--- src/hw/rcf_cfg.svh ---
// register offsets, bit positions and reset values of the reset-cause flag bank
`ifndef RCF_CFG_SVH
`define RCF_CFG_SVH

// ============================================================
// byte offsets on the register bus
`define RCF_OFF_MAIN        12'h000
`define RCF_OFF_EXTRA       12'h004
`define RCF_OFF_SCRATCH0    12'h008
`define RCF_OFF_SCRATCH3    12'h014
`define RCF_OFF_STATUS      12'h018
`define RCF_OFF_CONTROL     12'h01C
`define RCF_ADDR_W          12
`define RCF_SCRATCH_N       4

// ============================================================
// bit positions in the main flag register
`define RCF_B_STK_OVF       7
`define RCF_B_STK_UNF       6
`define RCF_B_WDT_WIN       5
`define RCF_B_WDT_TMO       4
`define RCF_B_EXT_PIN       3
`define RCF_B_RST_INSTR     2
`define RCF_B_POWER_ON      1
`define RCF_B_MAIN_BOR      0

// bit positions in the extra flag register
`define RCF_B_MEM_VIOL      1
`define RCF_B_BAT_BOR       0
`define RCF_EXTRA_MASK      8'h03

// ============================================================
// values after power-on / brown-out and at loss of both supplies
`define RCF_MAIN_BOR_BITS   6'h0F
`define RCF_MAIN_RESET      8'h3C
`define RCF_EXTRA_RESET     8'h02
`define RCF_SCRATCH_RESET   8'h00
`define RCF_CONTROL_RESET   8'h01

// control and status bit positions
`define RCF_B_CTL_STK_EN    0
`define RCF_B_ST_ON_BAT     0
`define RCF_B_ST_CORE_HOLD  1
`define RCF_B_ST_CAL_HOLD   2
`define RCF_B_ST_VDD_LOW    3
`define RCF_B_ST_VBAT_LOW   4

`endif

--- src/hw/rcf_pkg.sv ---
// types shared by the reset-cause flag bank
package rcf_pkg;

    // ============================================================
    // reset-cause event pulses from the reset controller, one cycle each
    typedef struct packed {
        logic por;            // power-on reset
        logic stack_overflow;
        logic stack_underflow;
        logic wdt_window;     // watchdog clear outside or without armed window
        logic wdt_timeout;
        logic ext_pin;        // external reset pin
        logic reset_instr;    // reset instruction executed
        logic mem_violation;
    } rcf_cause_t;

    // supply comparator levels
    typedef struct packed {
        logic vdd_below_bor;
        logic vbat_below_bor;
        logic vdd_below_vbat;
    } rcf_supply_t;

    // supply-state summary
    typedef enum logic [1:0] {
        RCF_SUP_ALL_OK,
        RCF_SUP_MAIN_LOST,
        RCF_SUP_BOTH_LOST
    } rcf_sup_state_t;

endpackage : rcf_pkg

--- src/hw/rcf_reset_cause_bank.sv ---
// reset-cause flag bank with battery-backed scratch registers on an apb slave
//
// Summary of operation
// - each reset except power-on and brown-out updates only the flag of its own cause; others keep value
// - hardware returns flags to inactive only at power-on/brown-out; otherwise only firmware writes do
// - firmware may write flags active; stored, but no reset results
// - both flag registers keep contents while either supply is powered
// - main bit 7 stack overflow: set on overflow reset, 0 at power-on/brown-out
// - main bit 6 stack underflow: set on underflow reset, 0 at power-on/brown-out
// - bit 5 window violation, active low; 1 after power-on and brown-out
// - bit 4 watchdog timeout, active low; 1 after power-on and brown-out
// - bit 3 external pin reset, active low; 1 after power-on and brown-out
// - bit 2 reset instruction, active low; 1 after power-on and brown-out
// - bit 1 power-on, active low; cleared on power-on, firmware rewrites 1
// - bit 0 main brown-out, active low; cleared on brown-out, firmware sets
// - extra bit 1 memory violation, active low; bits 7..2 read zero
// - extra bit 0 battery brown-out: 0 after battery brown-out reset
// - calendar and oscillator use battery whenever main supply is below it
// - with main supply good, both brown-out flags stay unchanged
// - main low, battery good: hold core in reset, clear main brown-out flag
// - both low: hold everything in reset, clear both brown-out flags
// - scratch registers keep last written value while either supply valid
// - stack events reset and flag only when stack reset enable is set
`timescale 1ns/1ps
`include "rcf_cfg.svh"

// ============================================================
// register map, one byte per word

// 0x00 main cause flags
// 0x04 extra cause flags

// 0x08 to 0x14 scratch 0 to 3
// 0x18 status, read only
// 0x1C control

// bits 31..8 of each word read 0
// only the low byte lane writes
// paddr bits above 11 alias

// ============================================================
// flag bits, msb first

// 7 stack overflow, active high
// 6 stack underflow, active high

// 5 window violation, active low
// 4 watchdog timeout, active low

// 3 external pin, active low
// 2 reset instruction, active low

// 1 power-on, active low
// 0 main brown-out, active low

// all supplies lost: 0x3C

// extra 1: memory violation, active low
// extra 0: battery brown-out, active low
// extra 7..2 read 0

// ============================================================
// status and control

// status 0: calendar on battery
// status 1: core held in reset
// status 2: calendar held in reset
// status 3: main supply low
// status 4: battery low

// control 0: stack reset enable
// it stands in for a fuse and
// keeps its value over core resets

// ============================================================
// notes for firmware

// flags never go back to their
// inactive value by themselves

// rewrite power-on and brown-out
// to 1 after each restart

// writing a flag active stores
// it; no reset follows

// an event and a write in one
// cycle: the event wins per bit

// several causes in one cycle
// each move only their own bit;
// power-on and brown-out win

// stack causes count only while
// the enable bit is set

// brown-out is a level: flags are
// forced every cycle it lasts

// a write to status is refused
// with pslverr and ignored

// unmapped or misaligned words
// answer pslverr and read 0

// a cleared low strobe completes
// the write but changes nothing

// presetn stands for the loss of
// both supplies; nothing else
// resets flags or scratch

// ============================================================
// bus timing

// c0 setup: psel, no penable
// c1 access: answer registered
// c2 pready high; the edge at
// its end commits a write
// c3 master releases the bus

// trade-off: the registered
// answer costs a wait state but
// keeps outputs on flip-flops

// ============================================================
// reset holds

// the core hold rises with a cause
// and falls one edge after it, so
// the core restarts on settled flags

// the calendar hold waits for
// the battery to fail as well

// a main supply below the battery
// but still valid also switches
// the calendar over

module rcf_reset_cause_bank (
    input  wire logic                   pclk,
    input  wire logic                   presetn,
    input  wire logic                   psel,
    input  wire logic                   penable,
    input  wire logic                   pwrite,
    input  wire logic [31:0]            paddr,
    input  wire logic [31:0]            pwdata,
    input  wire logic [3:0]             pstrb,
    output logic                        pready,
    output logic [31:0]                 prdata,
    output logic                        pslverr,
    input  wire rcf_pkg::rcf_cause_t    cause,
    input  wire rcf_pkg::rcf_supply_t   supply,
    output logic                        core_reset_hold,
    output logic                        calendar_reset_hold,
    output logic                        calendar_on_battery
);

    // ============================================================
    // state
    logic [7:0]               flags_main_reg;
    logic [7:0]               flags_main_next;
    logic [7:0]               flags_extra_reg;
    logic [7:0]               flags_extra_next;
    logic [7:0]               scratch_reg [`RCF_SCRATCH_N];
    logic [7:0]               control_reg;
    logic                     pready_reg;
    logic [31:0]              prdata_reg;
    logic                     pslverr_reg;
    logic                     core_hold_reg;
    logic                     cal_hold_reg;
    logic                     on_battery_reg;
    rcf_pkg::rcf_sup_state_t  sup_state;
    logic                     stack_en;
    logic                     stk_ovf_evt;
    logic                     stk_unf_evt;
    logic                     any_cause;
    logic                     wr_commit;
    logic [`RCF_ADDR_W-1:0]   addr;
    logic                     addr_hit;
    logic [31:0]              rd_value;
    logic [7:0]               status_value;

    // ============================================================
    // supply decode
    always_comb begin
        if (supply.vdd_below_bor && supply.vbat_below_bor) begin
            sup_state = rcf_pkg::RCF_SUP_BOTH_LOST;
        end else if (supply.vdd_below_bor) begin
            sup_state = rcf_pkg::RCF_SUP_MAIN_LOST;
        end else begin
            sup_state = rcf_pkg::RCF_SUP_ALL_OK;
        end
    end

    // stack events only count as a reset cause when enabled
    assign stack_en    = control_reg[`RCF_B_CTL_STK_EN];
    assign stk_ovf_evt = cause.stack_overflow && stack_en;
    assign stk_unf_evt = cause.stack_underflow && stack_en;
    assign any_cause   = cause.por || stk_ovf_evt || stk_unf_evt || cause.wdt_window
                      || cause.wdt_timeout || cause.ext_pin || cause.reset_instr
                      || cause.mem_violation;

    // ============================================================
    // apb decode: one wait state, write commits on the edge that sees pready
    assign addr      = paddr[`RCF_ADDR_W-1:0];
    assign wr_commit = psel && penable && pready_reg && pwrite && !pslverr_reg;
    assign addr_hit  = (addr[1:0] == 2'h0) && (addr <= `RCF_OFF_CONTROL);

    assign status_value = {3'h0,
                           supply.vbat_below_bor,
                           supply.vdd_below_bor,
                           cal_hold_reg,
                           core_hold_reg,
                           on_battery_reg};

    // read multiplexer, narrow registers sit in the low byte
    always_comb begin
        rd_value = 32'h0000_0000;
        unique case (addr)
            `RCF_OFF_MAIN:    rd_value = {24'h00_0000, flags_main_reg};
            `RCF_OFF_EXTRA:   rd_value = {24'h00_0000, flags_extra_reg & `RCF_EXTRA_MASK};
            `RCF_OFF_STATUS:  rd_value = {24'h00_0000, status_value};
            `RCF_OFF_CONTROL: rd_value = {24'h00_0000, control_reg};
            default: begin
                if (addr_hit) begin
                    rd_value = {24'h00_0000, scratch_reg[2'(addr[4:2] - 3'h2)]};
                end
            end
        endcase
    end

    // ============================================================
    // flag next-state: firmware write first, hardware events override it
    always_comb begin
        flags_main_next  = flags_main_reg;
        flags_extra_next = flags_extra_reg;
        // any value may be written, active included, with no reset resulting
        if (wr_commit && pstrb[0] && addr == `RCF_OFF_MAIN) begin
            flags_main_next = pwdata[7:0];
        end
        if (wr_commit && pstrb[0] && addr == `RCF_OFF_EXTRA) begin
            flags_extra_next = pwdata[7:0] & `RCF_EXTRA_MASK;
        end
        // each cause touches its own bit only; later lines win
        if (stk_ovf_evt) begin
            flags_main_next[`RCF_B_STK_OVF] = 1'b1;
        end
        if (stk_unf_evt) begin
            flags_main_next[`RCF_B_STK_UNF] = 1'b1;
        end
        if (cause.wdt_window) begin
            flags_main_next[`RCF_B_WDT_WIN] = 1'b0;
        end
        if (cause.wdt_timeout) begin
            flags_main_next[`RCF_B_WDT_TMO] = 1'b0;
        end
        if (cause.ext_pin) begin
            flags_main_next[`RCF_B_EXT_PIN] = 1'b0;
        end
        if (cause.reset_instr) begin
            flags_main_next[`RCF_B_RST_INSTR] = 1'b0;
        end
        if (cause.mem_violation) begin
            flags_extra_next[`RCF_B_MEM_VIOL] = 1'b0;
        end
        // power-on: reset bits 7..2, clear power-on flag, brown-out flag kept
        if (cause.por) begin
            flags_main_next[7:2]              = `RCF_MAIN_BOR_BITS;
            flags_main_next[`RCF_B_POWER_ON]  = 1'b0;
            flags_extra_next[`RCF_B_MEM_VIOL] = 1'b1;
        end
        // brown-out held as a level while the main supply is low
        unique case (sup_state)
            rcf_pkg::RCF_SUP_MAIN_LOST: begin
                flags_main_next[7:2]              = `RCF_MAIN_BOR_BITS;
                flags_main_next[`RCF_B_MAIN_BOR]  = 1'b0;
                flags_extra_next[`RCF_B_MEM_VIOL] = 1'b1;
            end
            rcf_pkg::RCF_SUP_BOTH_LOST: begin
                flags_main_next[7:2]              = `RCF_MAIN_BOR_BITS;
                flags_main_next[`RCF_B_MAIN_BOR]  = 1'b0;
                flags_extra_next[`RCF_B_MEM_VIOL] = 1'b1;
                flags_extra_next[`RCF_B_BAT_BOR]  = 1'b0;
            end
            default: begin
                flags_main_next = flags_main_next;
            end
        endcase
    end

    // ============================================================
    // flag registers: only loss of both supplies (presetn) reinitialises them
    always_ff @(posedge pclk or negedge presetn) begin
        if (!presetn) begin
            flags_main_reg  <= `RCF_MAIN_RESET;
            flags_extra_reg <= `RCF_EXTRA_RESET;
        end else begin
            flags_main_reg  <= flags_main_next;
            flags_extra_reg <= flags_extra_next;
        end
    end

    // battery-domain scratch registers, one per entry
    genvar gi;
    generate
        for (gi = 0; gi < `RCF_SCRATCH_N; gi++) begin : g_scratch
            localparam logic [`RCF_ADDR_W-1:0] OFF =
                `RCF_OFF_SCRATCH0 + `RCF_ADDR_W'(4 * gi);
            always_ff @(posedge pclk or negedge presetn) begin
                if (!presetn) begin
                    scratch_reg[gi] <= `RCF_SCRATCH_RESET;
                end else if (wr_commit && pstrb[0] && addr == OFF) begin
                    scratch_reg[gi] <= pwdata[7:0];
                end
            end
        end
    endgenerate

    // control register; survives core resets like the flags do
    always_ff @(posedge pclk or negedge presetn) begin
        if (!presetn) begin
            control_reg <= `RCF_CONTROL_RESET;
        end else if (wr_commit && pstrb[0] && addr == `RCF_OFF_CONTROL) begin
            control_reg <= {7'h00, pwdata[`RCF_B_CTL_STK_EN]};
        end
    end

    // ============================================================
    // apb answer: pready one cycle into the access phase, data and error with it
    always_ff @(posedge pclk or negedge presetn) begin
        if (!presetn) begin
            pready_reg  <= 1'b0;
            prdata_reg  <= 32'h0000_0000;
            pslverr_reg <= 1'b0;
        end else if (psel && penable && !pready_reg) begin
            pready_reg  <= 1'b1;
            pslverr_reg <= !addr_hit || (pwrite && addr == `RCF_OFF_STATUS);
            prdata_reg  <= pwrite ? 32'h0000_0000 : rd_value;
        end else begin
            pready_reg  <= 1'b0;
            pslverr_reg <= 1'b0;
            prdata_reg  <= 32'h0000_0000;
        end
    end

    // ============================================================
    // reset holds: the hold rises with the cause and drops a cycle after the
    // flags have settled, so firmware never sees a stale flag after restart
    always_ff @(posedge pclk or negedge presetn) begin
        if (!presetn) begin
            core_hold_reg <= 1'b1;
            cal_hold_reg  <= 1'b1;
        end else begin
            core_hold_reg <= any_cause || supply.vdd_below_bor;
            cal_hold_reg  <= (sup_state == rcf_pkg::RCF_SUP_BOTH_LOST);
        end
    end

    // calendar supply switch follows the comparators even with main valid
    always_ff @(posedge pclk or negedge presetn) begin
        if (!presetn) begin
            on_battery_reg <= 1'b0;
        end else begin
            on_battery_reg <= supply.vdd_below_vbat || supply.vdd_below_bor;
        end
    end

    assign pready              = pready_reg;
    assign prdata              = prdata_reg;
    assign pslverr             = pslverr_reg;
    assign core_reset_hold     = core_hold_reg;
    assign calendar_reset_hold = cal_hold_reg;
    assign calendar_on_battery = on_battery_reg;

endmodule : rcf_reset_cause_bank

--- config.mk ---
export PLATFORM = sky130hd
export DESIGN_NAME = rcf_reset_cause_bank
export DESIGN_NICKNAME = d
export VERILOG_FILES = /design/src/hw/rcf_pkg.sv /design/src/hw/rcf_reset_cause_bank.sv
export VERILOG_INCLUDE_DIRS = /design/src /design/src/hw
export SDC_FILE = /design/constraint.sdc
export NUM_CORES = 1
export LEC_CHECK = 0
export BUFFER_PORTS_ARGS = -buffer_cell sky130_fd_sc_hd__buf_2
export CORE_ASPECT_RATIO = 0.75
export CORE_MARGIN = 5
export CORE_UTILIZATION = 40
export DETAILED_ROUTE_END_ITERATION = 12
export PLACE_DENSITY = 0.68
export SLEW_MARGIN = 10
export SYNTH_ARGS = -nofsm -noshare
export SYNTH_HDL_FRONTEND = slang
export SYNTH_SLANG_ARGS = --single-unit
--- constraint.sdc ---
create_clock -name pclk -period 5.04 [get_ports pclk]
set_clock_uncertainty 0.2 [all_clocks]
set_input_delay 1.512 -clock pclk [delete_from_list [all_inputs] [get_ports pclk]]
set_output_delay 1.512 -clock pclk [all_outputs]
set_load 0.005 [all_outputs]
# Word level (Yosys, flattened, before mapping)
# Index checks and enable logic that the tools add are counted.
[totals]
ff_bits = 80
out_inout_bits = 37
[classes]
addsub = 1
magnitude_cmp = 2
n_eq_ne = 9
n_mux = 26
bitwise_logic = 1
reduce_logical = 44
[op_table]
columns = ["cell", "count"]
rows = [
  ["case mux 32 bit (4 select lines)", 1],
  ["two-way mux 32 bit", 2],
  ["== test 12 x 5 -> 1 bit, second input constant", 4],
  ["two-way mux 8 bit", 4],
  ["nonzero test 4 bit", 7],
  ["== test 12 x 4 -> 1 bit, second input constant", 2],
  ["logical AND 1 bit", 18],
  ["binary-select mux 8 bit (select 2 bit)", 1],
  ["two-way mux 1 bit", 14],
  ["== test 12 x 3 -> 1 bit, second input constant", 1],
  ["less-or-equal comparator 12 x 5 -> 1 bit, second input constant", 1],
  ["zero test 12 bit", 1],
  ["logical OR 1 bit", 10],
  ["two-way mux 7 bit", 1],
  ["two-way mux 6 bit", 1],
  ["nonzero test 2 bit", 3],
  ["two-way mux 2 bit", 2],
  ["greater-or-equal comparator 3 bit, second input constant", 1],
  ["zero test 1 bit", 3],
  ["NOT 2 -> 3 bit", 1],
  ["== test 2 x 1 -> 1 bit, second input constant", 1],
  ["== test 2 bit, second input constant", 1],
  ["zero test 2 bit", 1],
  ["OR reduction 2 bit", 1],
  ["subtractor 2 bit, second input constant", 1],
]

# Depth between registers and ports, before layout
[logic_depth]
word_depth = 10
ltp_mapped = 6

# Worst setup path before layout
# No wires, ideal clock.
[synth_timing]
kind = "input to register"
startpoint = "in paddr[10]"
endpoint = "reg scratch_reg[0] (netlist name)"
setup_time_ns = 0.125
arrival_time_ns = 3.235
required_ns = 4.715
path_slack_ns = 1.480
cell_stages = 5
path_buffers = 1
cell_sequence = "or4_4 > nor4_4 > and4_4 > buf_12 > mux2_4"
[synth_via]
elab_chain_len = 2
[synth_lines]
columns = ["item", "line", "source"]
rows = [
  ["start, declared", "rcf_reset_cause_bank.sv:146", "input wire logic [31:0] paddr,"],
  ["== test 12 x 5 -> 1 bit", "rcf_reset_cause_bank.sv:313", "end else if (wr_commit && pstrb[0] && addr == OFF) begin"],
  ["logical AND 1 bit", "rcf_reset_cause_bank.sv:313", ""],
  ["end signal, assigned by index", "rcf_reset_cause_bank.sv:312", "scratch_reg[gi] <= `RCF_SCRATCH_RESET;"],
  ["end signal, assigned by index", "rcf_reset_cause_bank.sv:314", "scratch_reg[gi] <= pwdata[7:0];"],
  ["end, declared", "rcf_reset_cause_bank.sv:165", "logic [7:0] scratch_reg [`RCF_SCRATCH_N];"],
]
# No other way between the ends.
# A chain may end at the register's enable or synchronous reset.

# Worst setup path after layout
[layout_timing]
startpoint = "in paddr[3]"
endpoint = "reg flags_main_reg[5]"
[layout_via]
elab_chain_len = 3
[layout_lines]
columns = ["item", "line", "source"]
rows = [
  ["zero test 12 bit", "n/a", ""],
  ["logical AND 1 bit (no line)", "n/a", ""],
  ["nonzero test 4 bit (no line)", "n/a", ""],
  ["end signal, assigned", "rcf_reset_cause_bank.sv:296", "flags_main_reg <= `RCF_MAIN_RESET;"],
  ["end signal, assigned", "rcf_reset_cause_bank.sv:299", "flags_main_reg <= flags_main_next;"],
  ["end, declared", "rcf_reset_cause_bank.sv:161", "logic [7:0] flags_main_reg;"],
]
# No other way between the ends.

==> summary.md <==
The logs give 35.8% for the clock share of power and 0.1957 mW for the switching power of the nets. The final critical delay including setup and external delays works out to 3.493 ns. The growth of design area from synthesis to finish came out at 10.47%. The post-synthesis async set-or-reset flop share was 100.0%. Post-CTS timing repair inserted 0 buffers for setup. The standard cell with the maximum stage delay on the critical path is nor4_4. In this run the most critical hold path is launched from scratch_reg[9]$_DFFE_PN0P_. The switching portion of total power was 23.90%. The tree built by TritonCTS fans out to 56 sinks.

Measured against its own limit, the worst slew margin works out to 39.92%. The logic gate share of total power was 8.5%. The routed length per instance is 18.21 µm, and the number of flip-flops under the largest register name is 32. Averaged over all synthesized cells, the footprint is 12.05 µm². The category of the worst setup path capture point was a flop. Number of slew-limit violations in the final report: 0. For this run, the number of Yosys warnings is 0. Measured along the x axis, the die boundary spans 110.8 µm.

Traced cell by cell, the critical path runs through buf_2 -> or4_1 -> nor4_4 -> nand4_1 -> o311ai_0. The clock reaches the later pin of the worst-skew pair after 0.31 ns. TritonCTS built the clock tree. For the weighted congestion at the end of routability-driven global placement, the log shows 0.9089. The classification of the worst-slack hold path is reg2reg.

After floorplanning, the core was divided into 27 placement rows. The post-route netlist has 36.33% of its cells at a drive strength greater than 1. The worst register-to-register path ends at scratch_reg[7]$_DFFE_PN0P_. The number of DRC violations after detailed-routing iteration 0 came out at 167. The worst min-delay path endpoint was scratch_reg[9]$_DFFE_PN0P_. Share of synthesized area occupied by flip-flops and latches: 46.31%.

The number of max-cap violations is 0. The region available for standard cell placement spans 7365 µm². The tools report the number of failing hold endpoints at the final stage as 0. Counting every instance in the synthesized netlist gives 253. Setup repair after global routing left no endpoint under its margin. Depth of the CTS H-tree: 2. The cell class contributing the biggest share of worst-path delay is simple AND/OR/NAND/NOR gates. The first detailed-routing pass took 4 iterations. The tools report the number of nets with antenna violations after detailed routing as 0. The element type at the critical path start was an input port. The logs give 41.39% for the starting utilization of the core area and 0 for the initial antenna violation count. After clock tree synthesis, the clock-pin slew on the worst setup and hold paths is 0.10 ns.

The tools report the data required time of the worst path as 5.03 ns. After detailed routing, the total wire length is 7304 µm. Vias per cell: 5.347.

The flop and latch count out of synthesis was 56. Global routing used 15.65% of the available tracks across all layers. The category of the most critical setup path is in2reg.

The analysis attributes to cell leakage a power of 1.601 nW. Main flop type after synthesis: dfrtp_1. Pin placement for this block handled 121 I/O pins. The worst slack on hold paths came out at 0.3013 ns.

The run gives 286.3 MHz as the timing-limited maximum frequency. Registers are responsible for 55.7% of the overall power. After the last flow step, the layout net total stands at 383. The first global-routing pass estimated 11640 µm of wire. The tools report the count of unique library cells instantiated by Yosys as 45. In this run, post-CTS hold repair placed 0 buffers. Largest driver fanout on the critical path: 18. For the pin with the worst max-slew slack, the measured transition is 0.8944 ns.

Input and output buffers added on the ports amount to 49. The number of global-route vias before repair was 2176. Entering global routing, the biggest net connects 31 pins. Counting flops with a built-in enable in the synthesized netlist gives 0.

The worst register-to-register path begins at pslverr$_DFF_PN0_. STA puts the critical path data arrival time at 3.49 ns. The number of cells traversed by the worst hold path was 1. The worst-case IR drop observed on VDD is 0.1091 mV. The cell chosen for the clock root is clkbuf_8.

Power spread over the standard cell area amounts to 243.3 nW/µm². For the final routed database, the setup TNS stands at 0 ns. Fill cells in the final layout number 742. The mapped cell area was 3048 µm²; the logic depth of the worst register-to-register path was 4. Critical path buffer and inverter count: 1. Once detailed placement completed, the half-perimeter wirelength came to 5434 µm.

The synthesized design devotes to its leading area cell type 39.41% of total area. After clock tree synthesis, the repair step resized 0 gates. The run gives 0.6234 mW as the internal power summed over all cells.

After global routing the overflow that remains totals 0. The flow ran to the end, and the final reports show no timing, DRC or antenna violations. Setup violations remaining at the end of the flow were counted as 0. Reg-to-reg setup timing slack: 2.78 ns. The die height was 85.60 µm.

After layout, the worst path uses 69.31% of the clock period. Counting along the longest clock path gives a buffer depth of 2. Final routed DRC violation total: 0. Library cell occupying the most area in the post-synthesis netlist: dfrtp_1. The run gives 5 as the total CTS buffers. By area the synthesized netlist is led by dfrtp_1, mux2_4, dfstp_2. The routed layout has 2144 vias. The largest single stage delay on the critical path is 0.70 ns. The number of inserted diodes is 0, and the floorplan die area is 9484 µm².
metrics by stage:
step / instance area, µm² / power, mW / utilization [%] / instances / setup WS, ns
floorplan: 3134 / 0.5080 / - / 276 / 1.480
finish: 3367 / 0.8191 / 45.72 / 401 / 1.547
global route: 3367 / 0.8522 / 45.72 / 401 / 1.426
detailed placement: 3259 / 0.5343 / 44.26 / 393 / 1.224
CTS: 3367 / 0.8267 / 45.72 / 401 / 1.549
global placement: 3259 / 0.5331 / 44.26 / 393 / 1.269
power groups by stage:
stage / Clock, mW / Combinational, mW / Sequential [mW]
after global routing: 0.317 / 0.0786 / 0.457
after detailed placement: 0 / 0.0697 / 0.465
after CTS: 0.301 / 0.0700 / 0.456
after floorplan: 0 / 0.0436 / 0.464
final: 0.293 / 0.0699 / 0.456
after global placement: 0 / 0.0685 / 0.465
synth_stat cells (5+ instances only):
library cell  instances
a31oi_1               7
buf_4                24
dfrtp_1              48
dfstp_2               8
inv_1                18
mux2_1               10
mux2_2                7
mux2_4               16
mux4_2                8
nand2_1               8
nand3_1              14
nand4_1               7
nor2_1                9
nor3_1                5
o21ai_0               6
metal layers:
layer / share of wire [%] / vias up / GRT usage [%]
met5: 0 / - / 0
met4: 0.55 / 0 / 3.020
met3: 8.8 / 5 / 5.430
met2: 46 / 88 / 23.95
met1: 45 / 1076 / 21.78
li1: - / 975 / -
how the worst max path moves through the flow:
stage / slack, ns / endpoint / start / depth (start not counted)
2_1_floorplan: 1.48 / scratch_reg[0]$_DFFE_PN0P_ / paddr[10] / 5
3_3_place_gp: 1.27 / scratch_reg[2]$_DFFE_PN0P_ / paddr[10] / 5
3_5_place_dp: 1.22 / flags_main_reg[5]$_DFFE_PN1P_ / paddr[3] / 5
4_1_cts: 1.55 / flags_main_reg[5]$_DFFE_PN1P_ / paddr[3] / 5
5_1_grt: 1.43 / flags_main_reg[5]$_DFFE_PN1P_ / paddr[3] / 5
6_report: 1.55 / flags_main_reg[5]$_DFFE_PN1P_ / paddr[3] / 5
cell type report:
type                    count  area, µm²  area share (%)
clock inverters             2      35.03           1.041
well taps                 101      126.4           3.753
clock buffers               6      72.57           2.155
multi-input cells         168       1401           41.62
flip-flops and latches     56       1411           41.92
repair buffers             50      252.7           7.506
inverters                  18      67.56           2.007
cells in the final DEF, fill, tap and decap left out, types with 3 or more instances in the layout:
| master | instances |
|---|---|
| buf_2 | 49 |
| mux4_2 | 8 |
| nand2_1 | 8 |
| a22oi_1 | 4 |
| dfstp_2 | 8 |
| mux2_1 | 10 |
| or3_1 | 3 |
| or2_2 | 4 |
| nor4_1 | 4 |
| o311ai_0 | 4 |
| a31oi_1 | 7 |
| a21oi_1 | 4 |
| conb_1 | 24 |
| inv_1 | 18 |
| mux2_4 | 16 |
| nand3_1 | 14 |
| mux2_2 | 7 |
| nand4_1 | 7 |
| nor3_1 | 5 |
| dfrtp_1 | 48 |
| o21ai_0 | 6 |
| clkbuf_8 | 5 |
| nor2_1 | 9 |
logic make-up after synthesis:
kind of cell    count (synthesis)  share of synthesized area (%)
buf+inv                        52                          10.55
mux                            43                          20.73
compound gates                 32                          7.061
simple gates                   68                          14.94
flops                          56                          46.31
xor+xnor                        1                         0.2874
other cells                     1                         0.1230
Note: power is estimated with default switching activity, not from simulation.
